$ cat src/include/qstc_cfg.svh
// Offsets, field positions, reset values and divider counts of the quarter-second counter
`ifndef QSTC_CFG_SVH
`define QSTC_CFG_SVH

// ==========================================================================
// Register byte offsets
`define QSTC_OFF_CTRL 8'h00
`define QSTC_OFF_STAT 8'h04
`define QSTC_OFF_MATCH 8'h08
`define QSTC_OFF_COUNT 8'h0C

// ==========================================================================
// Control register fields
`define QSTC_CTRL_EN 7
`define QSTC_CTRL_CLKS_MSB 6
`define QSTC_CTRL_CLKS_LSB 5
`define QSTC_CTRL_RST 4
`define QSTC_CTRL_CLKEN 3
`define QSTC_CTRL_PS_MSB 2
`define QSTC_CTRL_PS_LSB 0

// ==========================================================================
// Status register fields
`define QSTC_STAT_QUARTER_SEC_FLAG 7
`define QSTC_STAT_ONE_SEC_FLAG 6
`define QSTC_STAT_MATCH_FLAG 5
`define QSTC_STAT_QIE 4
`define QSTC_STAT_SIE 3
`define QSTC_STAT_MIE 2
`define QSTC_STAT_MEN 1
`define QSTC_STAT_MWP 0

// ==========================================================================
// Match register fields
`define QSTC_MATCH_MSB 7
`define QSTC_MATCH_LSB 2

// ==========================================================================
// Reset values
`define QSTC_RST_PS 3'h1
`define QSTC_RST_CLKS 2'h0

// ==========================================================================
// Clock source codes
`define QSTC_CLKS_EXT 2'h0
`define QSTC_CLKS_LPO 2'h1
`define QSTC_CLKS_IREF 2'h2

// ==========================================================================
// First-stage dividers (high frequency inputs down to the output clock)
`define QSTC_PRE_NONE 10'h001
`define QSTC_PRE_4M9 10'h080
`define QSTC_PRE_4M 10'h07D
`define QSTC_PRE_8M 10'h0FA
`define QSTC_PRE_16M 10'h1F4

// ==========================================================================
// Second-stage dividers (output clock down to 4 Hz)
`define QSTC_QTR_1K 14'h00FA
`define QSTC_QTR_32K768 14'h2000
`define QSTC_QTR_32K 14'h1F40
`define QSTC_QTR_38K4 14'h2580

// ==========================================================================
// Match write completion time, in aclk cycles
`define QSTC_MWR_CYCLES 2'h2

// ==========================================================================
// AXI responses
`define QSTC_RESP_OKAY 2'h0
`define QSTC_RESP_SLVERR 2'h2

`endif

$ cat src/include/qstc_pkg.sv
// Types shared by the quarter-second counter
package qstc_pkg;

  // Software control fields
  typedef struct packed {
    logic module_enable;
    logic [1:0] clock_source_select;
    logic clock_output_enable;
    logic [2:0] prescale_select;
  } qstc_ctrl_t;

  // Event flags and their enables
  typedef struct packed {
    logic quarter_sec_flag;
    logic one_sec_flag;
    logic match_flag;
    logic quarter_sec_irq_enable;
    logic one_sec_irq_enable;
    logic match_irq_enable;
    logic match_function_enable;
  } qstc_stat_t;

endpackage : qstc_pkg

$ cat src/verilog/qstc_top.sv
// Quarter-second time counter with AXI4-Lite register slave
//
// Chosen here: register access over AXI4-Lite and the register addresses.
`timescale 1ns/1ps
`default_nettype none
`include "qstc_cfg.svh"

module qstc_top (
  input wire logic aclk,
  input wire logic aresetn,
  // AXI4-Lite slave
  input wire logic [7:0] s_axi_awaddr,
  input wire logic s_axi_awvalid,
  output logic s_axi_awready,
  input wire logic [31:0] s_axi_wdata,
  input wire logic [3:0] s_axi_wstrb,
  input wire logic s_axi_wvalid,
  output logic s_axi_wready,
  output logic [1:0] s_axi_bresp,
  output logic s_axi_bvalid,
  input wire logic s_axi_bready,
  input wire logic [7:0] s_axi_araddr,
  input wire logic s_axi_arvalid,
  output logic s_axi_arready,
  output logic [31:0] s_axi_rdata,
  output logic [1:0] s_axi_rresp,
  output logic s_axi_rvalid,
  input wire logic s_axi_rready,
  // Reference clock inputs, sampled as levels
  input wire logic external_osc_clock,
  input wire logic low_power_1khz_osc,
  input wire logic internal_reference_clock,
  // Outputs to the system
  output logic clock_output,
  output logic irq
);
  import qstc_pkg::*;

  // ==========================================================================
  // State
  qstc_ctrl_t ctrl_q;
  qstc_stat_t stat_q;
  logic [7:0] quarter_second_counter_q;
  logic [5:0] match_value_q;
  logic [1:0] match_low_bits_q;
  logic [1:0] mwp_cnt_q;
  logic [2:0] sync_q;
  logic [9:0] pre_cnt_q;
  logic [13:0] qtr_cnt_q;
  logic clock_output_q;
  logic aw_held_q;
  logic w_held_q;
  logic [7:0] awaddr_q;
  logic [7:0] wdata_q;
  logic wstrb0_q;
  logic bvalid_q;
  logic [1:0] bresp_q;
  logic rvalid_q;
  logic [31:0] rdata_q;
  logic [1:0] rresp_q;

  // ==========================================================================
  // AXI write channel acceptance; address and data may come in either order
  // Each slot frees only on the response handshake, so a second write waits for bready
  // Only the low byte lane carries register data; a cleared wstrb[0] changes nothing
  // but the response still follows the address decode
  assign s_axi_awready = !aw_held_q;
  assign s_axi_wready = !w_held_q;
  assign s_axi_bvalid = bvalid_q;
  assign s_axi_bresp = bresp_q;
  wire aw_take = s_axi_awvalid && !aw_held_q;
  wire w_take = s_axi_wvalid && !w_held_q;
  wire wr_go = aw_held_q && w_held_q && !bvalid_q;
  wire wr_lane = wr_go && wstrb0_q;
  wire wr_ctrl = wr_lane && (awaddr_q == `QSTC_OFF_CTRL);
  wire wr_stat = wr_lane && (awaddr_q == `QSTC_OFF_STAT);
  wire wr_match = wr_lane && (awaddr_q == `QSTC_OFF_MATCH);
  wire wr_hit = (awaddr_q == `QSTC_OFF_CTRL) || (awaddr_q == `QSTC_OFF_STAT) ||
                (awaddr_q == `QSTC_OFF_MATCH) || (awaddr_q == `QSTC_OFF_COUNT);

  // Captures address and data; both slots free once the response is taken
  always_ff @(posedge aclk) begin
    if (!aresetn) begin
      aw_held_q <= 1'b0;
      w_held_q <= 1'b0;
      awaddr_q <= 8'h00;
      wdata_q <= 8'h00;
      wstrb0_q <= 1'b0;
    end else begin
      if (aw_take) begin
        aw_held_q <= 1'b1;
        awaddr_q <= {s_axi_awaddr[7:2], 2'h0};
      end else if (bvalid_q && s_axi_bready) begin
        aw_held_q <= 1'b0;
      end
      if (w_take) begin
        w_held_q <= 1'b1;
        wdata_q <= s_axi_wdata[7:0];
        wstrb0_q <= s_axi_wstrb[0];
      end else if (bvalid_q && s_axi_bready) begin
        w_held_q <= 1'b0;
      end
    end
  end

  // Write response, one cycle after both halves are held
  always_ff @(posedge aclk) begin
    if (!aresetn) begin
      bvalid_q <= 1'b0;
      bresp_q <= `QSTC_RESP_OKAY;
    end else if (wr_go) begin
      bvalid_q <= 1'b1;
      bresp_q <= wr_hit ? `QSTC_RESP_OKAY : `QSTC_RESP_SLVERR;
    end else if (s_axi_bready) begin
      bvalid_q <= 1'b0;
    end
  end

  // ==========================================================================
  // Read path; counter-reset bit always reads zero
  // Data is captured at the address handshake and held, so a tick that lands
  // while rvalid waits for rready does not change the answer
  wire [7:0] ctrl_rd = {ctrl_q.module_enable, ctrl_q.clock_source_select, 1'b0,
                        ctrl_q.clock_output_enable, ctrl_q.prescale_select};
  wire mwp = (mwp_cnt_q != 2'h0);
  wire [7:0] stat_rd = {stat_q.quarter_sec_flag, stat_q.one_sec_flag, stat_q.match_flag,
                        stat_q.quarter_sec_irq_enable, stat_q.one_sec_irq_enable,
                        stat_q.match_irq_enable, stat_q.match_function_enable, mwp};
  wire [7:0] araddr_w = {s_axi_araddr[7:2], 2'h0};
  wire rd_hit = (araddr_w == `QSTC_OFF_CTRL) || (araddr_w == `QSTC_OFF_STAT) ||
                (araddr_w == `QSTC_OFF_MATCH) || (araddr_w == `QSTC_OFF_COUNT);
  wire [7:0] rd_byte = (araddr_w == `QSTC_OFF_CTRL) ? ctrl_rd :
                       (araddr_w == `QSTC_OFF_STAT) ? stat_rd :
                       (araddr_w == `QSTC_OFF_MATCH) ? {match_value_q, match_low_bits_q} :
                       (araddr_w == `QSTC_OFF_COUNT) ? quarter_second_counter_q : 8'h00;
  assign s_axi_arready = !rvalid_q;
  assign s_axi_rvalid = rvalid_q;
  assign s_axi_rdata = rdata_q;
  assign s_axi_rresp = rresp_q;

  // Read data registered; unmapped reads give zero with a slave error
  always_ff @(posedge aclk) begin
    if (!aresetn) begin
      rvalid_q <= 1'b0;
      rdata_q <= 32'h0000_0000;
      rresp_q <= `QSTC_RESP_OKAY;
    end else if (s_axi_arvalid && !rvalid_q) begin
      rvalid_q <= 1'b1;
      rdata_q <= {24'h00_0000, rd_byte};
      rresp_q <= rd_hit ? `QSTC_RESP_OKAY : `QSTC_RESP_SLVERR;
    end else if (s_axi_rready) begin
      rvalid_q <= 1'b0;
    end
  end

  // ==========================================================================
  // Control register; reset defaults suit a 32.768 kHz input
  // Source and prescale take any write; keeping them still while enabled is up to
  // software, the logic does not guard it
  // The reset command is not stored, it lasts only for the write cycle
  wire counter_reset_cmd = wr_ctrl && wdata_q[`QSTC_CTRL_RST];
  always_ff @(posedge aclk) begin
    if (!aresetn) begin
      ctrl_q.module_enable <= 1'b0;
      ctrl_q.clock_source_select <= `QSTC_RST_CLKS;
      ctrl_q.clock_output_enable <= 1'b0;
      ctrl_q.prescale_select <= `QSTC_RST_PS;
    end else if (wr_ctrl) begin
      ctrl_q.module_enable <= wdata_q[`QSTC_CTRL_EN];
      ctrl_q.clock_source_select <= wdata_q[`QSTC_CTRL_CLKS_MSB:`QSTC_CTRL_CLKS_LSB];
      ctrl_q.clock_output_enable <= wdata_q[`QSTC_CTRL_CLKEN];
      ctrl_q.prescale_select <= wdata_q[`QSTC_CTRL_PS_MSB:`QSTC_CTRL_PS_LSB];
    end
  end

  // ==========================================================================
  // Source selection and synchroniser; stage 0 feeds only stage 1, the logic reads stages 1 and 2
  // Levels are sampled by aclk, so every reference must stay below half the aclk rate
  // A source code with no input behind it holds the level low and freezes the count
  wire src_level = (ctrl_q.clock_source_select == `QSTC_CLKS_EXT) ? external_osc_clock :
                   (ctrl_q.clock_source_select == `QSTC_CLKS_LPO) ? low_power_1khz_osc :
                   (ctrl_q.clock_source_select == `QSTC_CLKS_IREF) ? internal_reference_clock :
                   1'b0;
  always_ff @(posedge aclk) begin
    if (!aresetn) begin
      sync_q <= 3'h0;
    end else begin
      sync_q <= {sync_q[1:0], src_level};
    end
  end
  wire src_edge = sync_q[1] && !sync_q[2];

  // ==========================================================================
  // Divider selection per prescale code
  // High-rate inputs first come down to the output clock rate, then the
  // second divider brings that rate down to 4 Hz
  logic [9:0] pre_div;
  logic [13:0] qtr_div;
  always_comb begin
    case (ctrl_q.prescale_select)
      3'h0: begin
        pre_div = `QSTC_PRE_NONE;
        qtr_div = `QSTC_QTR_1K;
      end
      3'h1: begin
        pre_div = `QSTC_PRE_NONE;
        qtr_div = `QSTC_QTR_32K768;
      end
      3'h2: begin
        pre_div = `QSTC_PRE_NONE;
        qtr_div = `QSTC_QTR_32K;
      end
      3'h3: begin
        pre_div = `QSTC_PRE_NONE;
        qtr_div = `QSTC_QTR_38K4;
      end
      3'h4: begin
        pre_div = `QSTC_PRE_4M9;
        qtr_div = `QSTC_QTR_38K4;
      end
      3'h5: begin
        pre_div = `QSTC_PRE_4M;
        qtr_div = `QSTC_QTR_32K;
      end
      3'h6: begin
        pre_div = `QSTC_PRE_8M;
        qtr_div = `QSTC_QTR_32K;
      end
      default: begin
        pre_div = `QSTC_PRE_16M;
        qtr_div = `QSTC_QTR_32K;
      end
    endcase
  end

  // ==========================================================================
  // Two-stage prescaler; disable or reset command restarts it from zero
  // Clearing both stages makes the first tick a full quarter second after a restart
  // Both stages advance only on detected input edges
  wire run = ctrl_q.module_enable && !counter_reset_cmd;
  wire pre_tick = src_edge && (pre_cnt_q == pre_div - 10'h001);
  wire tick = pre_tick && (qtr_cnt_q == qtr_div - 14'h0001);
  always_ff @(posedge aclk) begin
    if (!aresetn || !run) begin
      pre_cnt_q <= 10'h000;
      qtr_cnt_q <= 14'h0000;
    end else begin
      if (src_edge) begin
        pre_cnt_q <= pre_tick ? 10'h000 : pre_cnt_q + 10'h001;
      end
      if (pre_tick) begin
        qtr_cnt_q <= tick ? 14'h0000 : qtr_cnt_q + 14'h0001;
      end
    end
  end

  // ==========================================================================
  // Clock output: pass-through for low inputs except prescale code 0, which stays low; half-duty square after the first divider
  // Made in aclk, so it carries one aclk period of jitter; fine for slow peripherals,
  // not a true clock
  wire clkout_level = (pre_div == `QSTC_PRE_NONE) ? sync_q[1] : (pre_cnt_q < (pre_div >> 1));
  always_ff @(posedge aclk) begin
    if (!aresetn) begin
      clock_output_q <= 1'b0;
    end else begin
      clock_output_q <= ctrl_q.module_enable && ctrl_q.clock_output_enable &&
                        (ctrl_q.prescale_select != 3'h0) && clkout_level;
    end
  end
  assign clock_output = clock_output_q;

  // ==========================================================================
  // Counter and match; match is only seen on a tick, so a reset to zero never matches
  // Comparing the incremented value lands the match and the new count on one edge
  // Only the upper six bits clear, so the quarter phase and one-second cadence survive
  // A match value moved close to the running count may still fire once at the old value
  wire [7:0] cnt_inc = quarter_second_counter_q + 8'h01;
  wire match_hit = tick && stat_q.match_function_enable &&
                   (cnt_inc == {match_value_q, match_low_bits_q});
  always_ff @(posedge aclk) begin
    if (!aresetn || !run) begin
      quarter_second_counter_q <= 8'h00;
    end else if (match_hit) begin
      quarter_second_counter_q <= {6'h00, cnt_inc[1:0]};
    end else if (tick) begin
      quarter_second_counter_q <= cnt_inc;
    end
  end

  // Match register; writes while pending are dropped
  // The low bits copy the running count at the accepted write, which keeps
  // repeated matches aligned to the quarter phase at which software armed them
  wire match_accept = wr_match && !mwp;
  always_ff @(posedge aclk) begin
    if (!aresetn) begin
      match_value_q <= 6'h00;
      match_low_bits_q <= 2'h0;
    end else if (match_accept) begin
      match_value_q <= wdata_q[`QSTC_MATCH_MSB:`QSTC_MATCH_LSB];
      match_low_bits_q <= quarter_second_counter_q[1:0];
    end
  end

  // Write-pending counts down the completion time
  // Short, fixed window; software writing twice in a row polls it first
  always_ff @(posedge aclk) begin
    if (!aresetn) begin
      mwp_cnt_q <= 2'h0;
    end else if (match_accept) begin
      mwp_cnt_q <= `QSTC_MWR_CYCLES;
    end else if (mwp) begin
      mwp_cnt_q <= mwp_cnt_q - 2'h1;
    end
  end

  // ==========================================================================
  // Flags: set wins over write-one-to-clear
  // Keeping the set means an event in the clearing cycle is never lost
  // The enables are plain read-write bits written by the same store
  wire qsec_set = tick;
  wire sec_set = tick && (cnt_inc[1:0] == 2'h0);
  wire clr_q = wr_stat && wdata_q[`QSTC_STAT_QUARTER_SEC_FLAG];
  wire clr_s = wr_stat && wdata_q[`QSTC_STAT_ONE_SEC_FLAG];
  wire clr_m = wr_stat && wdata_q[`QSTC_STAT_MATCH_FLAG];
  always_ff @(posedge aclk) begin
    if (!aresetn) begin
      stat_q <= '0;
    end else begin
      stat_q.quarter_sec_flag <= qsec_set || (stat_q.quarter_sec_flag && !clr_q);
      stat_q.one_sec_flag <= sec_set || (stat_q.one_sec_flag && !clr_s);
      stat_q.match_flag <= match_hit || (stat_q.match_flag && !clr_m);
      if (wr_stat) begin
        stat_q.quarter_sec_irq_enable <= wdata_q[`QSTC_STAT_QIE];
        stat_q.one_sec_irq_enable <= wdata_q[`QSTC_STAT_SIE];
        stat_q.match_irq_enable <= wdata_q[`QSTC_STAT_MIE];
        stat_q.match_function_enable <= wdata_q[`QSTC_STAT_MEN];
      end
    end
  end

  // One request line: simultaneous flags merge into a single level
  // The line stays high until every enabled flag has been cleared
  assign irq = (stat_q.quarter_sec_flag && stat_q.quarter_sec_irq_enable) ||
               (stat_q.one_sec_flag && stat_q.one_sec_irq_enable) ||
               (stat_q.match_flag && stat_q.match_irq_enable);

endmodule : qstc_top
`default_nettype wire

$ cat config.mk
export PLATFORM = sky130hd
export DESIGN_NAME = qstc_top
export DESIGN_NICKNAME = d
export VERILOG_FILES = /design/src/include/qstc_pkg.sv /design/src/verilog/qstc_top.sv
export VERILOG_INCLUDE_DIRS = /design/src /design/src/include
export SDC_FILE = /design/constraint.sdc
export NUM_CORES = 1
export LEC_CHECK = 0
export BUFFER_PORTS_ARGS = -buffer_cell sky130_fd_sc_hd__buf_2
export CAP_MARGIN = 10
export CORE_MARGIN = 1.5
export CORE_UTILIZATION = 35
export DETAILED_ROUTE_END_ITERATION = 8
export GPL_TIMING_DRIVEN = 1
export PLACE_DENSITY = 0.65
export SLEW_MARGIN = 25
export SYNTH_ARGS = -nofsm -noshare
export SYNTH_HDL_FRONTEND = slang
export SYNTH_SLANG_ARGS = --single-unit
$ cat constraint.sdc
create_clock -name aclk -period 3.34 [get_ports aclk]
set_clock_uncertainty 0.15 [all_clocks]
set_input_delay 0.167 -clock aclk [delete_from_list [all_inputs] [get_ports aclk]]
set_output_delay 0.167 -clock aclk [all_outputs]
set_load 0.05 [all_outputs]
==> impl_metrics.ini <==
[sta]
period_needed_ns = 3.011
slew_violations = 0
rsz0062_at_grt = false
max_slew.worst_pin.slew_ns = 0.8644
fmax_ghz = 0.3321
final.setup.tns_ns = 0
slew_headroom_pct = 42.26
timing.final.crit_share_pct = 90.16
setup_violations = 0
hold_violations = 0

[grt]
grt_util_met3_pct = 3.439
use_met2_pct = 24.93
grt_max_degree = 59
grt_pass1_vias = 3970
use_met1_pct = 20.34
antenna_found_initial = 0
grt.overflow.total = 0
grt_pass1_wl_um = 19030
grt_util_all_layers_pct = 15.55
busiest_layer = met2

[floorplan]
start_util_pct = 36.10
die_height_um = 122.9
rows = 43
die_w_um = 122.9
dieArea_um2 = 15100
io_pins = 105
core-area_um2 = 13930

[clock_network]
cts_sinks = 89
cts_tree = yes
cts-root-buf = clkbuf_16
post_cts_buffers = 0
clock_latency_ns = 0.35
clk_pin_slew_worst_paths_ns = 0.07
cts-buffers-inserted = 9
cts_buffer_depth = 2
htree_levels = 3

[setup_path]
worstPathMaxFanout = 14
slowest_stage = dfxtp_1
rr_worst_depth = 9
critical_path_required_ns = 3.46
slowest_delay_ns = 0.60
timing.rr.start = ctrl_q[2]$_SDFFE_PN0P_
path_depth = 9
cp_num_buf_inv = 1
critPathKind = register to register
cp_cell_sequence = o21ai_0 -> inv_1 -> ha_1 -> xnor2_1 -> nor3_1 -> o22ai_1 -> or2_1 -> or4_1 -> a21oi_1
crit_path_end = qtr_cnt_q[13]$_SDFFE_PP0N_
cp_data_arrival_time_ns = 3.13
startpoint = ctrl_q[2]$_SDFFE_PN0P_
crit_path_end_kind = register
crit_family = simple AND/OR/NAND/NOR gates
timing.rr.end = qtr_cnt_q[13]$_SDFFE_PP0N_
r2r_slack_ns = 0.33
cp-start-kind = register

[route]
wl_um = 11180
dr.pass1.iters = 4
ant_nets = 0
initialDrtViolationCount = 261
avgRoutedWirePerCell_um = 13.60
drc = 0
via_per_inst = 5.156
via_count = 4238

[synthesis]
ys_ff_latch = 89
synthCells = 595
ys_warn_count = 0
yosysSeqAreaShare_pct = 35.42
muxShareOfSynthArea_pct = 6.144
synth_top_family_by_area = simple AND/OR/NAND/NOR gates
postSynthAreaPerCell_um2 = 8.453
synth-simple-area-share_pct = 24.70
synth.distinct_cells = 59
synthAdderAreaFrac_pct = 3.483
synth-async-reset-ratio_pct = 0
synth_flop_cell = dfxtp_1
synth_compound_area_share_pct = 16.17
synth-xor-area-share_pct = 5.920
syn_area_um2 = 5030
synth_edf_count = 0

[status]
outcome = finished, final reports clean

[layout]
final_util_pct = 41.29
final_net_count = 713
fillCellCount = 1356
antenna_cells = 0
area_delta_synth_final_pct = 14.40
drive_above_1_share_pct = 13.55

[power]
powerDensity_nw_per_um2 = 404.5
ir_drop_uv = 263.3
cellLeakagePower_nw = 2.184

[placement]
dp_hpwl_um = 7972
gp_congestion = 0.8624
port_buffers = 47

[run]
maxCapViolations = 0

[worst_hold_path]
hp-class = primary input to register
[stage by stage]
stage	total power, mW	setup slack, ns	cell area [um^2]	instances	hold slack, ns
detailed placement	1.350	0.3040	5294	789	0.2753
finish	2.328	0.3286	5754	822	0.02469
floorplan	1.325	0.1636	5124	620	0.1548
global route	2.411	0.02457	5754	822	0.02556
global placement	1.346	0.3789	5294	789	0.2646
CTS	2.345	0.2560	5752	822	0.01258
[worst register-to-register path: cells and delay by family, from the launching register on]
kind	cells	cell delay, ns
adders and majority gates	1	0.27
AOI/OAI and AO/OA	3	0.56
DFF	1	0.60
and+or+nand+nor	3	1.13
buffers and inverters	1	0.10
xor gates and xnor gates	1	0.12
[Yosys cell counts (3+ instances only)]
cell type | n | area (um^2)
o21a_1 | 4 | 30.03
clkbuf_1 | 36 | 135.1
and3b_1 | 5 | 43.79
nor3_1 | 11 | 55.05
nor4_1 | 7 | 43.79
dfxtp_1 | 89 | 1782
nand2b_1 | 7 | 43.79
nand3b_1 | 3 | 22.52
mux2_2 | 7 | 78.83
inv_1 | 13 | 48.80
and3_1 | 6 | 37.54
and2_1 | 5 | 31.28
ha_1 | 14 | 175.2
or4_1 | 3 | 22.52
xor2_1 | 14 | 122.6
buf_4 | 27 | 202.7
o22a_1 | 5 | 43.79
o211a_1 | 11 | 110.1
o41ai_1 | 6 | 52.55
mux2i_1 | 23 | 230.2
o211ai_1 | 9 | 67.56
nand2_1 | 68 | 255.2
nand3_1 | 26 | 130.1
a22oi_1 | 9 | 67.56
nor2_1 | 32 | 120.1
a2bb2oi_1 | 4 | 35.03
a21oi_1 | 17 | 85.08
xnor2_1 | 20 | 175.2
buf_2 | 4 | 20.02
or2_2 | 3 | 18.77
nand4_1 | 11 | 68.82
a21boi_0 | 17 | 127.6
nor2b_1 | 32 | 200.2
and4_1 | 4 | 35.03
o21ai_0 | 15 | 75.07
[area by class of cell]
type / instances / area (um^2) / share of cell area (%)
multi-input cells: 451 / 2938 / 51.05
repair buffers: 73 / 473.0 / 8.219
clock buffers: 10 / 239.0 / 4.153
clock inverters: 6 / 48.80 / 0.8480
inverters: 13 / 48.80 / 0.8480
well taps: 180 / 225.2 / 3.914
flip-flops and latches: 89 / 1782 / 30.96
[metal layers]
metal / vias up / part of all wire [%]
met1: 1992 / 46
met4: 0 / 2.4
met2: 100 / 47
met3: 23 / 4.3
li1: 2123 / -
met5: - / 0
[sequential cells by signal, indices dropped and copies added, names as in the netlist, 3 cells and up]
| register | count |
|---|---|
| stat_q | 7 |
| sync_q | 3 |
| match_value_q | 6 |
| s_axi_rdata | 8 |
| quarter_second_counter_q | 8 |
| wdata_q | 8 |
| pre_cnt_q | 10 |
| qtr_cnt_q | 14 |
| ctrl_q | 7 |
| awaddr_q | 6 |
[cell usage in the layout (no fill, tap or decap), types with 5 or more instances in the layout]
cell type      count
o41ai_1            6
nor4_1             7
mux2i_1           23
xnor2_1           20
and3_1             6
nor2_1            32
o22a_1             5
buf_2             47
o21ai_0           15
xor2_1            14
nor3_1            11
nand3_1           26
nor2b_1           32
nand4_1           11
a22oi_1            9
conb_1            26
mux2_2             7
o211ai_1           9
inv_1             13
o211a_1           11
ha_1              14
and3b_1            5
nand2b_1           6
nand2_1           68
dlygate4sd3_1     17
a21oi_1           17
buf_4              9
and2_1             5
clkbuf_16          9
dfxtp_1           89
a21boi_0          17
[logic make-up (layout without fill, tap and decap cells)]
logic type / Yosys count / after routing
compound gates: 111 / 111
xor+xnor: 34 / 34
buf+inv: 80 / 102
simple gates: 236 / 236
other cells: 1 / 26
flops: 89 / 89
fa+ha+maj: 14 / 14
mux: 30 / 30
[power by group]
| part | internal [mW] | switching, mW |
|---|---|---|
| logic | 0.0705 | 0.167 |
| clock network | 0.534 | 0.452 |
| registers | 1.08 | 0.0198 |
| total | 1.69 | 0.639 |
[what timing repair did]
item | 4_1_cts | 5_1_grt
hold endpoints to repair | 16 | 0
gates resized for setup | 0 | 1
setup endpoints to repair | 0 | 13
hold buffers | 17 | 0
[worst min-delay path by stage]
stage                          from                        end  slack (ns)  cells after the start
6_report         low_power_1khz_osc       sync_q[0]$_SDFF_PN0_        0.02                      4
3_5_place_dp   sync_q[0]$_SDFF_PN0_       sync_q[1]$_SDFF_PN0_        0.28                      1
4_1_cts                s_axi_bready  s_axi_bvalid$_SDFFE_PN0P_        0.01                      3
5_1_grt                s_axi_bready  s_axi_bvalid$_SDFFE_PN0P_        0.03                      3
3_3_place_gp          s_axi_arvalid  s_axi_rvalid$_SDFFE_PN0P_        0.26                      2
2_1_floorplan         s_axi_arvalid  s_axi_rvalid$_SDFFE_PN0P_        0.15                      1
Note: power is estimated with default switching activity, not from simulation.
